### config.mk
export PLATFORM = sky130hd
export DESIGN_NAME = pmic_config_decode_sequencer
export DESIGN_NICKNAME = d
export VERILOG_FILES = /design/src/rtl/pmic_seq_pkg.sv /design/src/rtl/pmic_config_decode_sequencer.sv /design/src/rtl/osc_tick_gen.sv
export VERILOG_INCLUDE_DIRS = /design/src /design/src/rtl
export SDC_FILE = /design/constraint.sdc
export NUM_CORES = 1
export LEC_CHECK = 0
export BUFFER_PORTS_ARGS = -buffer_cell sky130_fd_sc_hd__buf_2
export CAP_MARGIN = 20
export CORE_MARGIN = 10
export CORE_UTILIZATION = 31
export DETAILED_ROUTE_END_ITERATION = 8
export SLEW_MARGIN = 20
export SYNTH_ARGS = -nofsm -noshare
export SYNTH_HDL_FRONTEND = slang
export SYNTH_SLANG_ARGS = --single-unit
### constraint.sdc
create_clock -name core_clk -period 4.78 [get_ports core_clk]
set_input_delay 0.956 -clock core_clk [delete_from_list [all_inputs] [get_ports core_clk]]
set_output_delay 0.956 -clock core_clk [all_outputs]
set_load 0.005 [all_outputs]
### src/rtl/pmic_seq_map.svh
`ifndef PMIC_SEQ_MAP_SVH
`define PMIC_SEQ_MAP_SVH
// Clock rates in kHz.
`define CORE_CLK_KHZ        100000
`define OSC_NOM_KHZ         2000
// Oscillator displacement in tenths of a percent.
`define OSC_SHIFT_PERMILLE  165
// Core cycles per nominal oscillator tick, and the displaced variants.
`define OSC_DIV_NOM         (`CORE_CLK_KHZ / `OSC_NOM_KHZ)
`define OSC_DIV_SLOW        ((`OSC_DIV_NOM * 1000 + (1000 - `OSC_SHIFT_PERMILLE) - 1) / (1000 - `OSC_SHIFT_PERMILLE))
`define OSC_DIV_FAST        ((`OSC_DIV_NOM * 1000) / (1000 + `OSC_SHIFT_PERMILLE))
// Frequency shift codes.
`define FSD_SLOW            2'h2
`define FSD_FAST            2'h3
// Oscillator ticks per millisecond and per half millisecond.
`define OSC_TICKS_PER_MS    2000
`define OSC_TICKS_HALF_MS   1000
// Soft-start divider base in oscillator ticks.
`define SS_DIV_BASE         16
// Voltage code floor and step sizes in millivolts.
`define VCODE_FLOOR         6'h0D
`define WIDE_STEP_MV        50
`define NARROW_STEP_MV      25
// Number of rails: four bucks then two linear rails.
`define NUM_RAILS           6
`define NUM_BUCKS           4
`endif

### src/rtl/pmic_seq_pkg.sv
package pmic_seq_pkg;
	typedef enum logic [2:0] {
		SEQ_IDLE  = 3'b000,
		SEQ_STEP1 = 3'b001,
		SEQ_STEP2 = 3'b010,
		SEQ_STEP3 = 3'b011,
		SEQ_RSTD  = 3'b100,
		SEQ_RUN   = 3'b101
	} seq_state_t;
	// Per-rail configuration group.
	typedef struct packed {
		logic [5:0] rail_voltage_code;
		logic [1:0] soft_start_step_sel;
		logic [1:0] startup_step_sel;
		logic [2:0] step_delay_sel;
		logic       sequence_participate_en;
		logic       hib_on;
	} rail_cfg_t;
	// System timing group.
	typedef struct packed {
		logic [1:0] osc_freq_shift_sel;
		logic [1:0] long_press_timeout_sel;
		logic [1:0] press_ack_window_sel;
		logic [2:0] reset_release_delay_sel;
	} sys_cfg_t;
endpackage

### src/rtl/pmic_config_decode_sequencer.sv
// Functional notes
// - Map 6-bit codes to millivolts: 50 mV steps wide rails, 25 mV bucks 2-4.
// - Codes below 001101 act as 001101 (1.200 V or 0.600 V).
// - Shift code 10 slows oscillator 16.5 percent, 11 speeds it, else none.
// - All timings count displaced oscillator ticks so they scale together.
// - Long-press timeout 2, 4, 8 or 16 s by code.
// - Acknowledge window 0.1, 0.5, 1 or 2 s by code.
// - Reset release delay 1 to 128 ms, doubling per code.
// - Soft-start step lasts 16, 32, 48 or 64 oscillator ticks.
// - Step assignment code decides the start-up step of each rail.
// - Code 00 rails start in the first step upon a start-up event.
// - Rails with participation clear are never switched on by the sequence.
// - Non-participating rails are ignored for step progress and reset release.
// - Rails on in hibernate with participation set stay on throughout start-up.
// - Per-rail turn-on delay 0 to 16 ms after previous step completes.
// - Code 01 is step 2; codes 10 and 11 are step 3.
`timescale 1ns/10ps
`default_nettype none
`include "pmic_seq_map.svh"
module pmic_config_decode_sequencer import pmic_seq_pkg::*; #(
	parameter int NUM_RAILS = `NUM_RAILS
) (
	input  wire logic                  core_clk,
	input  wire logic                  srst,
	input  wire rail_cfg_t             rail_cfg [NUM_RAILS],
	input  wire sys_cfg_t              sys_cfg,
	input  wire logic                  startup_event,
	input  wire logic                  from_hibernate,
	input  wire logic                  shutdown_req,
	output logic [NUM_RAILS-1:0]       rail_enable,
	output logic [NUM_RAILS-1:0]       rail_ramp_step,
	output logic [11:0]                rail_target_mv [NUM_RAILS],
	output logic [25:0]                long_press_ticks,
	output logic [22:0]                ack_window_ticks,
	output logic                       osc_tick_out,
	output logic                       system_reset_out_n,
	output logic                       sequence_done
);
	////////////////////////////////////////////////////////////////////////////
	// Decode functions.
	// Target voltage in mV from a code, with the low-code floor applied.
	function automatic logic [11:0] code_to_mv(input logic [5:0] code, input logic wide);
		logic [5:0] c;
		c = (code < `VCODE_FLOOR) ? 6'(`VCODE_FLOOR) : code;
		if (wide) begin
			code_to_mv = 12'(int'(c) * `WIDE_STEP_MV + 550);
		end else begin
			code_to_mv = 12'(int'(c) * `NARROW_STEP_MV + 275);
		end
	endfunction

	// Step delay in oscillator ticks: 0, 0.5, 1, 2, 4, 8, 12, 16 ms.
	function automatic logic [31:0] step_delay_ticks(input logic [2:0] sel);
		case (sel)
			3'h0: step_delay_ticks = 32'h0;
			3'h1: step_delay_ticks = 32'(`OSC_TICKS_HALF_MS);
			3'h2: step_delay_ticks = 32'(`OSC_TICKS_PER_MS);
			3'h3: step_delay_ticks = 32'(2 * `OSC_TICKS_PER_MS);
			3'h4: step_delay_ticks = 32'(4 * `OSC_TICKS_PER_MS);
			3'h5: step_delay_ticks = 32'(8 * `OSC_TICKS_PER_MS);
			3'h6: step_delay_ticks = 32'(12 * `OSC_TICKS_PER_MS);
			default: step_delay_ticks = 32'(16 * `OSC_TICKS_PER_MS);
		endcase
	endfunction

	// Step number 1..3 assigned to a rail.
	function automatic logic [1:0] step_of(input logic [1:0] sel);
		step_of = (sel == 2'h0) ? 2'h1 : (sel == 2'h1) ? 2'h2 : 2'h3;
	endfunction

	////////////////////////////////////////////////////////////////////////////
	// Oscillator tick from the displaced divider.
	logic osc_tick;
	osc_tick_gen u_osc (
		.core_clk          (core_clk),
		.srst              (srst),
		.osc_freq_shift_sel(sys_cfg.osc_freq_shift_sel),
		.osc_tick          (osc_tick)
	);

	////////////////////////////////////////////////////////////////////////////
	// Sequencer state.
	seq_state_t                 state_reg, state_next;
	logic [NUM_RAILS-1:0]       en_reg, en_next;
	logic [NUM_RAILS-1:0]       armed_reg, armed_next;
	logic [NUM_RAILS-1:0]       ramp_reg, ramp_next;
	logic [31:0]                dly_reg [NUM_RAILS];
	logic [31:0]                dly_next [NUM_RAILS];
	logic [6:0]                 ss_reg [NUM_RAILS];
	logic [6:0]                 ss_next [NUM_RAILS];
	logic [31:0]                rst_cnt_reg, rst_cnt_next;
	logic                       rstn_reg, rstn_next;
	logic                       done_reg, done_next;
	logic [11:0]                mv_reg [NUM_RAILS];
	logic [11:0]                mv_next [NUM_RAILS];
	logic [25:0]                lp_reg, lp_next;
	logic [22:0]                aw_reg, aw_next;
	logic                       tick_reg;
	logic [1:0]                 cur_step;
	logic                       step_busy;

	// Next-state computation for sequencing, delays and decoded timings.
	always_comb begin
		state_next   = state_reg;
		en_next      = en_reg;
		armed_next   = armed_reg;
		ramp_next    = '0;
		rst_cnt_next = rst_cnt_reg;
		rstn_next    = rstn_reg;
		done_next    = done_reg;
		step_busy    = 1'b0;
		cur_step     = 2'(state_reg);
		for (int i = 0; i < NUM_RAILS; i++) begin
			dly_next[i] = dly_reg[i];
			ss_next[i]  = ss_reg[i];
			mv_next[i]  = code_to_mv(rail_cfg[i].rail_voltage_code, (i == 0) || (i >= `NUM_BUCKS));
		end
		lp_next = 26'(32'(2 * 1000 * `OSC_TICKS_PER_MS) << sys_cfg.long_press_timeout_sel);
		case (sys_cfg.press_ack_window_sel)
			2'h0: aw_next = 23'(100 * `OSC_TICKS_PER_MS);
			2'h1: aw_next = 23'(500 * `OSC_TICKS_PER_MS);
			2'h2: aw_next = 23'(1000 * `OSC_TICKS_PER_MS);
			default: aw_next = 23'(2000 * `OSC_TICKS_PER_MS);
		endcase
		case (state_reg)
			SEQ_IDLE: begin
				if (startup_event) begin
					for (int i = 0; i < NUM_RAILS; i++) begin
						// Rails on in hibernate and participating keep running.
						en_next[i] = from_hibernate && en_reg[i] &&
							rail_cfg[i].hib_on && rail_cfg[i].sequence_participate_en;
						armed_next[i] = 1'b0;
					end
					rstn_next = 1'b0;
					done_next = 1'b0;
					state_next = SEQ_STEP1;
				end
			end
			SEQ_STEP1, SEQ_STEP2, SEQ_STEP3: begin
				for (int i = 0; i < NUM_RAILS; i++) begin
					// Only participating rails of this step take part.
					if (rail_cfg[i].sequence_participate_en &&
						step_of(rail_cfg[i].startup_step_sel) == cur_step) begin
						if (!armed_reg[i]) begin
							armed_next[i] = 1'b1;
							dly_next[i] = step_delay_ticks(rail_cfg[i].step_delay_sel);
							ss_next[i]  = 7'(`SS_DIV_BASE * (int'(rail_cfg[i].soft_start_step_sel) + 1));
							step_busy = 1'b1;
						end else if (dly_reg[i] != 32'h0) begin
							step_busy = 1'b1;
							if (osc_tick) dly_next[i] = dly_reg[i] - 32'h1;
						end else if (!en_reg[i]) begin
							// Turn-on cycle holds the step so soft start runs before it advances.
							en_next[i] = 1'b1;
							step_busy = 1'b1;
						end else if (mv_reg[i] != 12'h0 && ss_reg[i] != 7'h0) begin
							// One soft-start step per full divider period.
							if (osc_tick) begin
								ss_next[i] = ss_reg[i] - 7'h01;
								if (ss_reg[i] == 7'h01) ramp_next[i] = 1'b1;
							end
							step_busy = 1'b1;
						end
					end
				end
				if (!step_busy) begin
					if (state_reg == SEQ_STEP3) begin
						state_next = SEQ_RSTD;
						rst_cnt_next = 32'(`OSC_TICKS_PER_MS) << sys_cfg.reset_release_delay_sel;
					end else begin
						state_next = seq_state_t'(3'(state_reg) + 3'h1);
					end
				end
			end
			SEQ_RSTD: begin
				if (rst_cnt_reg == 32'h0) begin
					rstn_next = 1'b1;
					done_next = 1'b1;
					state_next = SEQ_RUN;
				end else if (osc_tick) begin
					rst_cnt_next = rst_cnt_reg - 32'h1;
				end
			end
			SEQ_RUN: begin
				if (shutdown_req) state_next = SEQ_IDLE;
			end
			default: state_next = SEQ_IDLE;
		endcase
		if (shutdown_req && state_reg != SEQ_IDLE) begin
			// Hibernate entry keeps only rails flagged for hibernate.
			for (int i = 0; i < NUM_RAILS; i++) begin
				en_next[i] = en_reg[i] && from_hibernate && rail_cfg[i].hib_on;
			end
			rstn_next = 1'b0;
			done_next = 1'b0;
			state_next = SEQ_IDLE;
		end
	end

	// Registers of the sequencer.
	always_ff @(posedge core_clk) begin
		if (srst) begin
			state_reg   <= SEQ_IDLE;
			en_reg      <= '0;
			armed_reg   <= '0;
			ramp_reg    <= '0;
			rst_cnt_reg <= 32'h0;
			rstn_reg    <= 1'b0;
			done_reg    <= 1'b0;
			lp_reg      <= 26'h0;
			aw_reg      <= 23'h0;
			tick_reg    <= 1'b0;
			for (int i = 0; i < NUM_RAILS; i++) begin
				dly_reg[i] <= 32'h0;
				ss_reg[i]  <= 7'h00;
				mv_reg[i]  <= 12'h000;
			end
		end else begin
			state_reg   <= state_next;
			en_reg      <= en_next;
			armed_reg   <= armed_next;
			ramp_reg    <= ramp_next;
			rst_cnt_reg <= rst_cnt_next;
			rstn_reg    <= rstn_next;
			done_reg    <= done_next;
			lp_reg      <= lp_next;
			aw_reg      <= aw_next;
			tick_reg    <= osc_tick;
			for (int i = 0; i < NUM_RAILS; i++) begin
				dly_reg[i] <= dly_next[i];
				ss_reg[i]  <= ss_next[i];
				mv_reg[i]  <= mv_next[i];
			end
		end
	end

	// Outputs straight from registers.
	assign rail_enable        = en_reg;
	assign rail_ramp_step     = ramp_reg;
	assign rail_target_mv     = mv_reg;
	assign long_press_ticks   = lp_reg;
	assign ack_window_ticks   = aw_reg;
	assign osc_tick_out       = tick_reg;
	assign system_reset_out_n = rstn_reg;
	assign sequence_done      = done_reg;
endmodule
`default_nettype wire

### src/rtl/osc_tick_gen.sv
`timescale 1ns/10ps
`default_nettype none
`include "pmic_seq_map.svh"
// Displaced internal oscillator: one enable pulse per oscillator period.
module osc_tick_gen import pmic_seq_pkg::*; (
	input  wire logic       core_clk,
	input  wire logic       srst,
	input  wire logic [1:0] osc_freq_shift_sel,
	output logic            osc_tick
);
	logic [7:0] div_reg;
	logic [7:0] div_next;
	logic [7:0] div_max;
	logic       tick_reg;
	logic       tick_next;

	// Period chosen from the shift code; 00 and 01 both give nominal.
	always_comb begin
		if (osc_freq_shift_sel == `FSD_SLOW) begin
			div_max = 8'(`OSC_DIV_SLOW - 1);
		end else if (osc_freq_shift_sel == `FSD_FAST) begin
			div_max = 8'(`OSC_DIV_FAST - 1);
		end else begin
			div_max = 8'(`OSC_DIV_NOM - 1);
		end
		tick_next = (div_reg >= div_max);
		div_next  = tick_next ? 8'h00 : div_reg + 8'h01;
	end

	// Divider registers.
	always_ff @(posedge core_clk) begin
		if (srst) begin
			div_reg  <= 8'h00;
			tick_reg <= 1'b0;
		end else begin
			div_reg  <= div_next;
			tick_reg <= tick_next;
		end
	end

	assign osc_tick = tick_reg;
endmodule
`default_nettype wire

==> flow_summary_export.csv, run 1 <==
group,metric,value,unit
routing,post-route-drc-count,0,
cells_and_area,areaGrowthSynthToFinish,16.1,%
cells_and_area,mostFrequentLayoutCells,"sky130_fd_sc_hd__nor2_1, sky130_fd_sc_hd__dfxtp_1, sky130_fd_sc_hd__nand2_1, sky130_fd_sc_hd__buf_2, sky130_fd_sc_hd__a21oi_1",
synthesis,synthCells,2859,
power,power_switching_share,0.318,
timing,tightestPinTransition,1.06,ns
floorplanning,chipWidth,292,um
cts,clock-sinks,388,
routing,route.antenna.remaining_nets,0,
grt,globalRoute.totalOverflow,0,
synthesis,yosys_warn_count,0,
grt,met2_usage,0.224,
synthesis,post_synth_num_cell_types,93,
timing,setup-violations-final,0,
cts,clk_pin_slew,0.06,ns
synthesis,count_of_flip_flops_with_a_built_in_enable_after_synthesis,0,
cts,post_cts.resized_instances,0,
timing,timing.final.max_slew_violations,0,
synthesis,postSynthAreaPerCell,8.04,um^2
cts,clkLatencyLatePin,0.60,ns
setup_path,critPathArrivalTime,4.29,ns
routing,wl,64100,um
hold_path,hold_depth,1,
synthesis,synth_seq_area_share,0.338,
setup_path,cp.required,5.23,ns
cells_and_area,commonest_non_fill_non_tap_cell_in_the_layout,"sky130_fd_sc_hd__nor2_1",
timing,rsz0062_at_grt,"no",
placed_design,dp.final_hpwl,46800,um
setup_path,cp_max_fo,17,
routing,drt-pass1-iter-count,6,
timing,final.hold.worst_slack,0.460,ns
cts,h_tree_level_count,2,
status,run_status,"complete, no violations",
synthesis,synth.area.top_cells,"sky130_fd_sc_hd__dfxtp_1, sky130_fd_sc_hd__ha_1, sky130_fd_sc_hd__nor2_1",
routing,total_vias_in_the_final_route,20400,
floorplanning,ioPinCount,240,
cells_and_area,finish.net_count,3337,
setup_path,rr_worst_depth,9,
synthesis,post-synth-top-area-cell,"sky130_fd_sc_hd__dfxtp_1",
timing,fin_skew,0.0366,ns
cts,cts_inserted_buffers,49,
grt,antenna_found_initial,8,
setup_path,worst-setup-path-type,"reg -> reg",
timing,slew_headroom,0.288,
cts,postCtsSetupBuffers,0,
grt,grt_pass1_vias,19300,
timing,fin_tns_setup,0,ns
grt,use_met3,0.0339,
timing,fin_crit_sh,0.804,
cts,cts.hold.buffers_added,0,
floorplanning,initial_util,0.314,
routing,detailedRoute.firstIterationViolations,1144,
grt,grt_first_pass_wirelength,102000,um
floorplanning,num_rows,99,
power,power_density,387,nW/um^2
setup_path,worst_setup_path_end_kind,"flip-flop",
routing,route.detailed.wl_per_inst,15.9,um
grt,grt_start_max_net_pins,71,
routing,via_per_inst,5.07,
cells_and_area,post_route_cells_drive_above_1_share,0.127,
cells_and_area,sequential_cell_area_in_the_final_layout,7770,um^2
cells_and_area,fillCellCount,7557,
cells_and_area,largest_register_ff_count,192,
power,seq_power_share,0.355,
cts,clk_root_buffer_cell,"sky130_fd_sc_hd__clkbuf_16",
power,power_frac_comb,0.259,
timing,number_of_endpoints_with_negative_hold_slack_in_the_final_report,0,
power,power.static_leakage,11.3,nW
power,worst_ir_drop_vdd,0.281,mV
hold_path,worstHoldPathType,"reg -> reg",
floorplanning,dieArea,85500,um^2
grt,met1_routing_resource_usage_after_global_routing,0.191,
synthesis,synthesized_flop_and_latch_total,388,
placed_design,port_buffers,217,
timing,period_needed,3.84,ns
run,max-cap-violations,0,
power,clkPwrFrac,0.386,
placed_design,gp_routability_congestion,0.834,
synthesis,synth_async_sr_flop_share,0,
cts,clock_tree.buffer_depth,3,
timing,fmax,260,MHz
grt,all_layer_global_routing_usage,0.143,
grt,grt_most_used_layer,"met2",
power,netSwitchingPower,3.29,mW
synthesis,yosys.area.top_type_share,0.338,
cells_and_area,multi_input_comb_area,14200,um^2
synthesis,cell_area_synth,23000,um^2
synthesis,dominantRegCellSynth,"sky130_fd_sc_hd__dfxtp_1",
floorplanning,die_height,292,um
setup_path,critical_path.startpoint_type,"flip-flop",
power,p_int,7.05,mW
cts,tritoncts,"done",
floorplanning,core_region_area,73200,um^2
-- area by class of cell --
class | count | share of cell area
multi-input combinational | 2216 | 0.530
sequential | 388 | 0.291
clock buffer | 71 | 0.0547
timing repair buffer | 253 | 0.0516
tap | 959 | 0.0449
inverter | 122 | 0.0171
clock inverter | 18 | 0.0107
antenna | 3 | 0.000281
-- cell usage after synthesis, types with 48 or more instances --
library cell	n
sky130_fd_sc_hd__nor2_1	422
sky130_fd_sc_hd__dfxtp_1	388
sky130_fd_sc_hd__nand2_1	218
sky130_fd_sc_hd__a21oi_1	200
sky130_fd_sc_hd__ha_1	191
sky130_fd_sc_hd__o21ai_0	139
sky130_fd_sc_hd__inv_1	121
sky130_fd_sc_hd__nor3_1	116
sky130_fd_sc_hd__xnor2_1	108
sky130_fd_sc_hd__clkbuf_1	105
sky130_fd_sc_hd__xor2_1	85
sky130_fd_sc_hd__nor4_1	77
sky130_fd_sc_hd__nand3_1	67
sky130_fd_sc_hd__or3_1	48
-- layer usage --
metal | wire length, um | vias to the layer above
li1 | - | 10400
met1 | 30600 | 9475
met2 | 27800 | 440
met3 | 3950 | 99
met4 | 1660 | 8
met5 | 58 | -
-- final timing paths --
path                            slack, ns                         from                     endpoint
worst max-delay path                 0.94    state_reg[1]$_SDFFE_PP0P_  dly_reg[4][20]$_SDFFE_PP0P_
worst min-delay path                 0.46  u_osc.div_reg[0]$_SDFF_PP0_  u_osc.div_reg[0]$_SDFF_PP0_
worst max register to register       0.94    state_reg[1]$_SDFFE_PP0P_  dly_reg[4][20]$_SDFFE_PP0P_
worst min register to register       0.46  u_osc.div_reg[0]$_SDFF_PP0_  u_osc.div_reg[0]$_SDFF_PP0_
-- power groups by stage --
stage	Combinational [mW]	Clock [mW]	Sequential [mW]
2_1_floorplan	1.89	0	3.69
4_1_cts	2.70	4.10	3.67
3_3_place_gp	2.67	0	3.74
5_1_grt	3.01	4.22	3.70
6_report	2.68	3.99	3.67
3_5_place_dp	2.68	0	3.73
-- stage by stage --
stage / util / total power, mW / cells / area [um^2] / worst slack, ns
3_5_place_dp: 0.341 / 6.41 / 3938 / 25000 / 0.369
5_1_grt: 0.365 / 10.9 / 4029 / 26700 / 0.677
3_3_place_gp: 0.341 / 6.41 / 3938 / 25000 / 0.388
6_report: 0.365 / 10.3 / 4030 / 26700 / 0.936
4_1_cts: 0.365 / 10.5 / 4027 / 26700 / 0.921
2_1_floorplan: - / 5.59 / 2881 / 23100 / 0.639
-- worst max-delay path, stage by stage (launching register included) --
cell and delay [ns]:
sky130_fd_sc_hd__dfxtp_1 0.78, sky130_fd_sc_hd__ha_1 0.36, sky130_fd_sc_hd__nor3_1 0.13, sky130_fd_sc_hd__nor2_1 0.51, sky130_fd_sc_hd__nand2_1 0.45, sky130_fd_sc_hd__o31a_2 0.57
sky130_fd_sc_hd__nor4b_1 0.50, sky130_fd_sc_hd__and2b_1 0.20, sky130_fd_sc_hd__xnor2_1 0.13, sky130_fd_sc_hd__nor2_1 0.05
-- kinds of logic (layout without fill, tap and decap cells) --
family	Yosys count	in the layout	synth area share
buffers and inverters	277	464	0.0511
flip-flops	388	388	0.338
AO/OA/AOI/OAI	609	609	0.164
adder cells (fa/ha/maj)	203	203	0.114
XOR/XNOR	193	193	0.0735
other	1	26	0.000163
multiplexers	17	17	0.00767
AND/OR/NAND/NOR	1171	1171	0.252
Note: power is estimated with default switching activity, not from simulation.
==> inputs of run 2 (changes only) <==
Settings changed: ABC_AREA set to 1.
Clock period 4.78 ns to 4 ns, I/O delays scaled along.
==> run 2 against run 1 <==
Compared with the run above: combinational power rose to 2.7 times the previous value; sequential cell count did not move; design area rose by 9.4%; hold slack got worse by 0.035 ns; via count rose by 19%.
==> flow_summary_export.csv, run 2 <==
group,metric,value,unit
status,run_status,"complete, no violations",
synthesis,post-synth-top-area-cell,"sky130_fd_sc_hd__dfxtp_1",
setup_path,worstPathCellList,"buf_2, inv_1, ha_1, o21a_1, or2_2, ha_1, fa_1, ha_1, ha_1, inv_1, o21ai_0, inv_1, nor2_1, nor2_1, o21bai_1, nand2_1, nand2_1, a21oi_1, o21ai_0, a21oi_1",
timing,number_of_endpoints_with_negative_hold_slack_in_the_final_report,0,
power,fin_total_pwr,16.5,mW
power,p_int,9.60,mW
timing,fmax,280,MHz
routing,wl,72400,um
hold_path,worstHoldPathType,"in -> reg",
grt,all_layer_global_routing_usage,0.150,
synthesis,dominantRegCellSynth,"sky130_fd_sc_hd__dfxtp_1",
cts,clkLatencyLatePin,0.60,ns
routing,via_per_inst,4.78,
synthesis,netlist_top_cells_count,"sky130_fd_sc_hd__nor2_1, sky130_fd_sc_hd__nand2_1, sky130_fd_sc_hd__inv_1",
timing,fin_tns_setup,0,ns
synthesis,count_of_flip_flops_with_a_built_in_enable_after_synthesis,0,
cells_and_area,design_area,29200,um^2
grt,globalRoute.totalOverflow,0,
synthesis,cell_area_synth,25000,um^2
power,power.static_leakage,14.4,nW
cts,tritoncts,"done",
grt,grt_pass1_vias,23300,
cells_and_area,largest_register_ff_count,192,
synthesis,yosys_warn_count,0,
setup_path,cp_max_fo,2,
floorplanning,initial_util,0.312,
cts,clk_root_buffer_cell,"sky130_fd_sc_hd__clkbuf_16",
cells_and_area,mostFrequentLayoutCells,"sky130_fd_sc_hd__nor2_1, sky130_fd_sc_hd__nand2_1, sky130_fd_sc_hd__inv_1, sky130_fd_sc_hd__dfxtp_1, sky130_fd_sc_hd__a21oi_1",
cells_and_area,areaGrowthSynthToFinish,16.8,%
setup_path,cp.required,4.48,ns
setup_path,worst_setup_path_end_kind,"flip-flop",
synthesis,synthCells,3739,
routing,post-route-drc-count,0,
power,seq_power_share,0.282,
timing,timing.final.max_slew_violations,0,
routing,drt-pass1-iter-count,7,
timing,period_needed,3.57,ns
cts,post_cts.resized_instances,0,
timing,fin_crit_sh,0.894,
setup_path,critical_path.startpoint_type,"primary input",
power,power_switching_share,0.419,
synthesis,synth_seq_area_share,0.311,
timing,tightestPinTransition,0.798,ns
setup_path,crit_top_cell,"sky130_fd_sc_hd__ha_1",
setup_path,critPathArrivalTime,4.06,ns
cells_and_area,commonest_non_fill_non_tap_cell_in_the_layout,"sky130_fd_sc_hd__nor2_1",
run,max-cap-violations,0,
power,netSwitchingPower,6.94,mW
synthesis,synth.area.top_cells,"sky130_fd_sc_hd__dfxtp_1, sky130_fd_sc_hd__nor2_1, sky130_fd_sc_hd__nand2_1",
cells_and_area,finish.net_count,4305,
placed_design,port_buffers,217,
timing,post-route-worst-setup-slack,0.426,ns
grt,antenna_found_initial,10,
placed_design,gp_routability_congestion,0.910,
floorplanning,ioPinCount,240,
setup_path,crit_path_top_delay_cell,"sky130_fd_sc_hd__fa_1",
routing,route.antenna.remaining_nets,0,
routing,route.detailed.wl_per_inst,14.2,um
timing,setup-violations-final,0,
setup_path,worst-setup-path-type,"in -> reg",
synthesis,synth_async_sr_flop_share,0,
floorplanning,core_region_area,80300,um^2
cts,cts.hold.buffers_added,0,
floorplanning,chipWidth,304,um
synthesis,yosys.area.top_type_share,0.311,
synthesis,synthesized_flop_and_latch_total,388,
power,clkPwrFrac,0.274,
synthesis,postSynthAreaPerCell,6.69,um^2
grt,grt_first_pass_wirelength,118000,um
cts,cts_inserted_buffers,49,
timing,rsz0062_at_grt,"no",
power,worst_ir_drop_vdd,0.275,mV
power,power_density,566,nW/um^2
cts,h_tree_level_count,2,
synthesis,synth.most_common_cell,"sky130_fd_sc_hd__nor2_1",
floorplanning,die_height,304,um
cts,clock-sinks,388,
cells_and_area,fillCellCount,8644,
timing,fin_skew,0.0168,ns
cts,clk_pin_slew,0.06,ns
routing,detailedRoute.firstIterationViolations,1614,
setup_path,timing.critical_path.slowest_cell_delay,0.49,ns
cells_and_area,post_route_cells_drive_above_1_share,0.113,
timing,slew_headroom,0.468,
placed_design,place_area,27600,um^2
timing,final.hold.worst_slack,0.425,ns
cts,clock_tree.buffer_depth,3,
grt,grt_start_max_net_pins,63,
floorplanning,dieArea,92400,um^2
placed_design,dp.final_hpwl,54500,um
power,power_frac_comb,0.443,
floorplanning,num_rows,104,
cts,postCtsSetupBuffers,0,
routing,total_vias_in_the_final_route,24400,
synthesis,post_synth_num_cell_types,60,
placed_design,place_ws,-0.155,ns
run 2: power by group through the flow:
stage / logic [mW] / clock network [mW] / registers (mW)
CTS: 7.33 / 4.69 / 4.67
detailed placement: 7.28 / 0 / 4.75
finish: 7.33 / 4.54 / 4.67
global route: 8.35 / 4.82 / 4.74
floorplan: 5.36 / 0 / 4.66
global placement: 7.24 / 0 / 4.75
run 2: critical path: cells and delay by family:
kind | cells | cell delay [ns]
AO/OA/AOI/OAI | 6 | 0.78
AND/OR/NAND/NOR | 5 | 0.61
adder cells (fa/ha/maj) | 5 | 1.64
buffers and inverters | 4 | 0.24
run 2: layer usage:
layer | GRT usage | vias up | share of wire
met4 | 0.0395 | 12 | 0.023
met1 | 0.197 | 11000 | 0.47
li1 | - | 12700 | -
met2 | 0.240 | 571 | 0.43
met3 | 0.0402 | 112 | 0.073
met5 | 0 | - | 0.00098
run 2: cells by family (layout without fill, tap and decap cells):
kind of cell             Yosys count  after routing  synth area share
AO/OA/AOI/OAI                    674            674             0.147
XOR/XNOR                         117            117            0.0410
adder cells (fa/ha/maj)          203            203             0.105
buffers and inverters            574            849            0.0934
flip-flops                       388            388             0.311
other                              1             24          0.000150
AND/OR/NAND/NOR                 1782           1782             0.303
run 2: per-stage QoR:
stage / std cells / util
after CTS: 5096 / 0.364
after floorplan: 3761 / -
after global placement: 5007 / 0.344
after detailed placement: 5007 / 0.344
after global routing: 5096 / 0.364
final: 5097 / 0.364
run 2: cell type report:
| type | count | area [um^2] | share of cell area |
|---|---|---|---|
| Tap cell | 1060 | 1330 | 0.0454 |
| Sequential cell | 388 | 7770 | 0.266 |
| Clock inverter | 12 | 153 | 0.00522 |
| Inverter | 449 | 1690 | 0.0578 |
| Multi-Input combinational cell | 2799 | 15000 | 0.513 |
| Antenna cell | 1 | 2.50 | 0.0000856 |
| Clock buffer | 77 | 1480 | 0.0507 |
| Timing Repair Buffer | 311 | 1810 | 0.0620 |
run 2: worst paths after layout:
check                                    start                              end  slack, ns  cells past startpoint
setup reg to reg     state_reg[1]$_SDFFE_PP0P_      dly_reg[5][20]$_SDFFE_PP0P_       0.48                     11
setup / recovery                  rail_cfg[43]    rail_target_mv[34]$_SDFF_PP0_       0.43                     20
hold reg to reg   rst_cnt_reg[31]$_SDFFE_PP0P_     rst_cnt_reg[31]$_SDFFE_PP0P_       0.47                      2
hold / removal                      sys_cfg[5]  long_press_ticks[18]$_SDFF_PP0_       0.43                      2
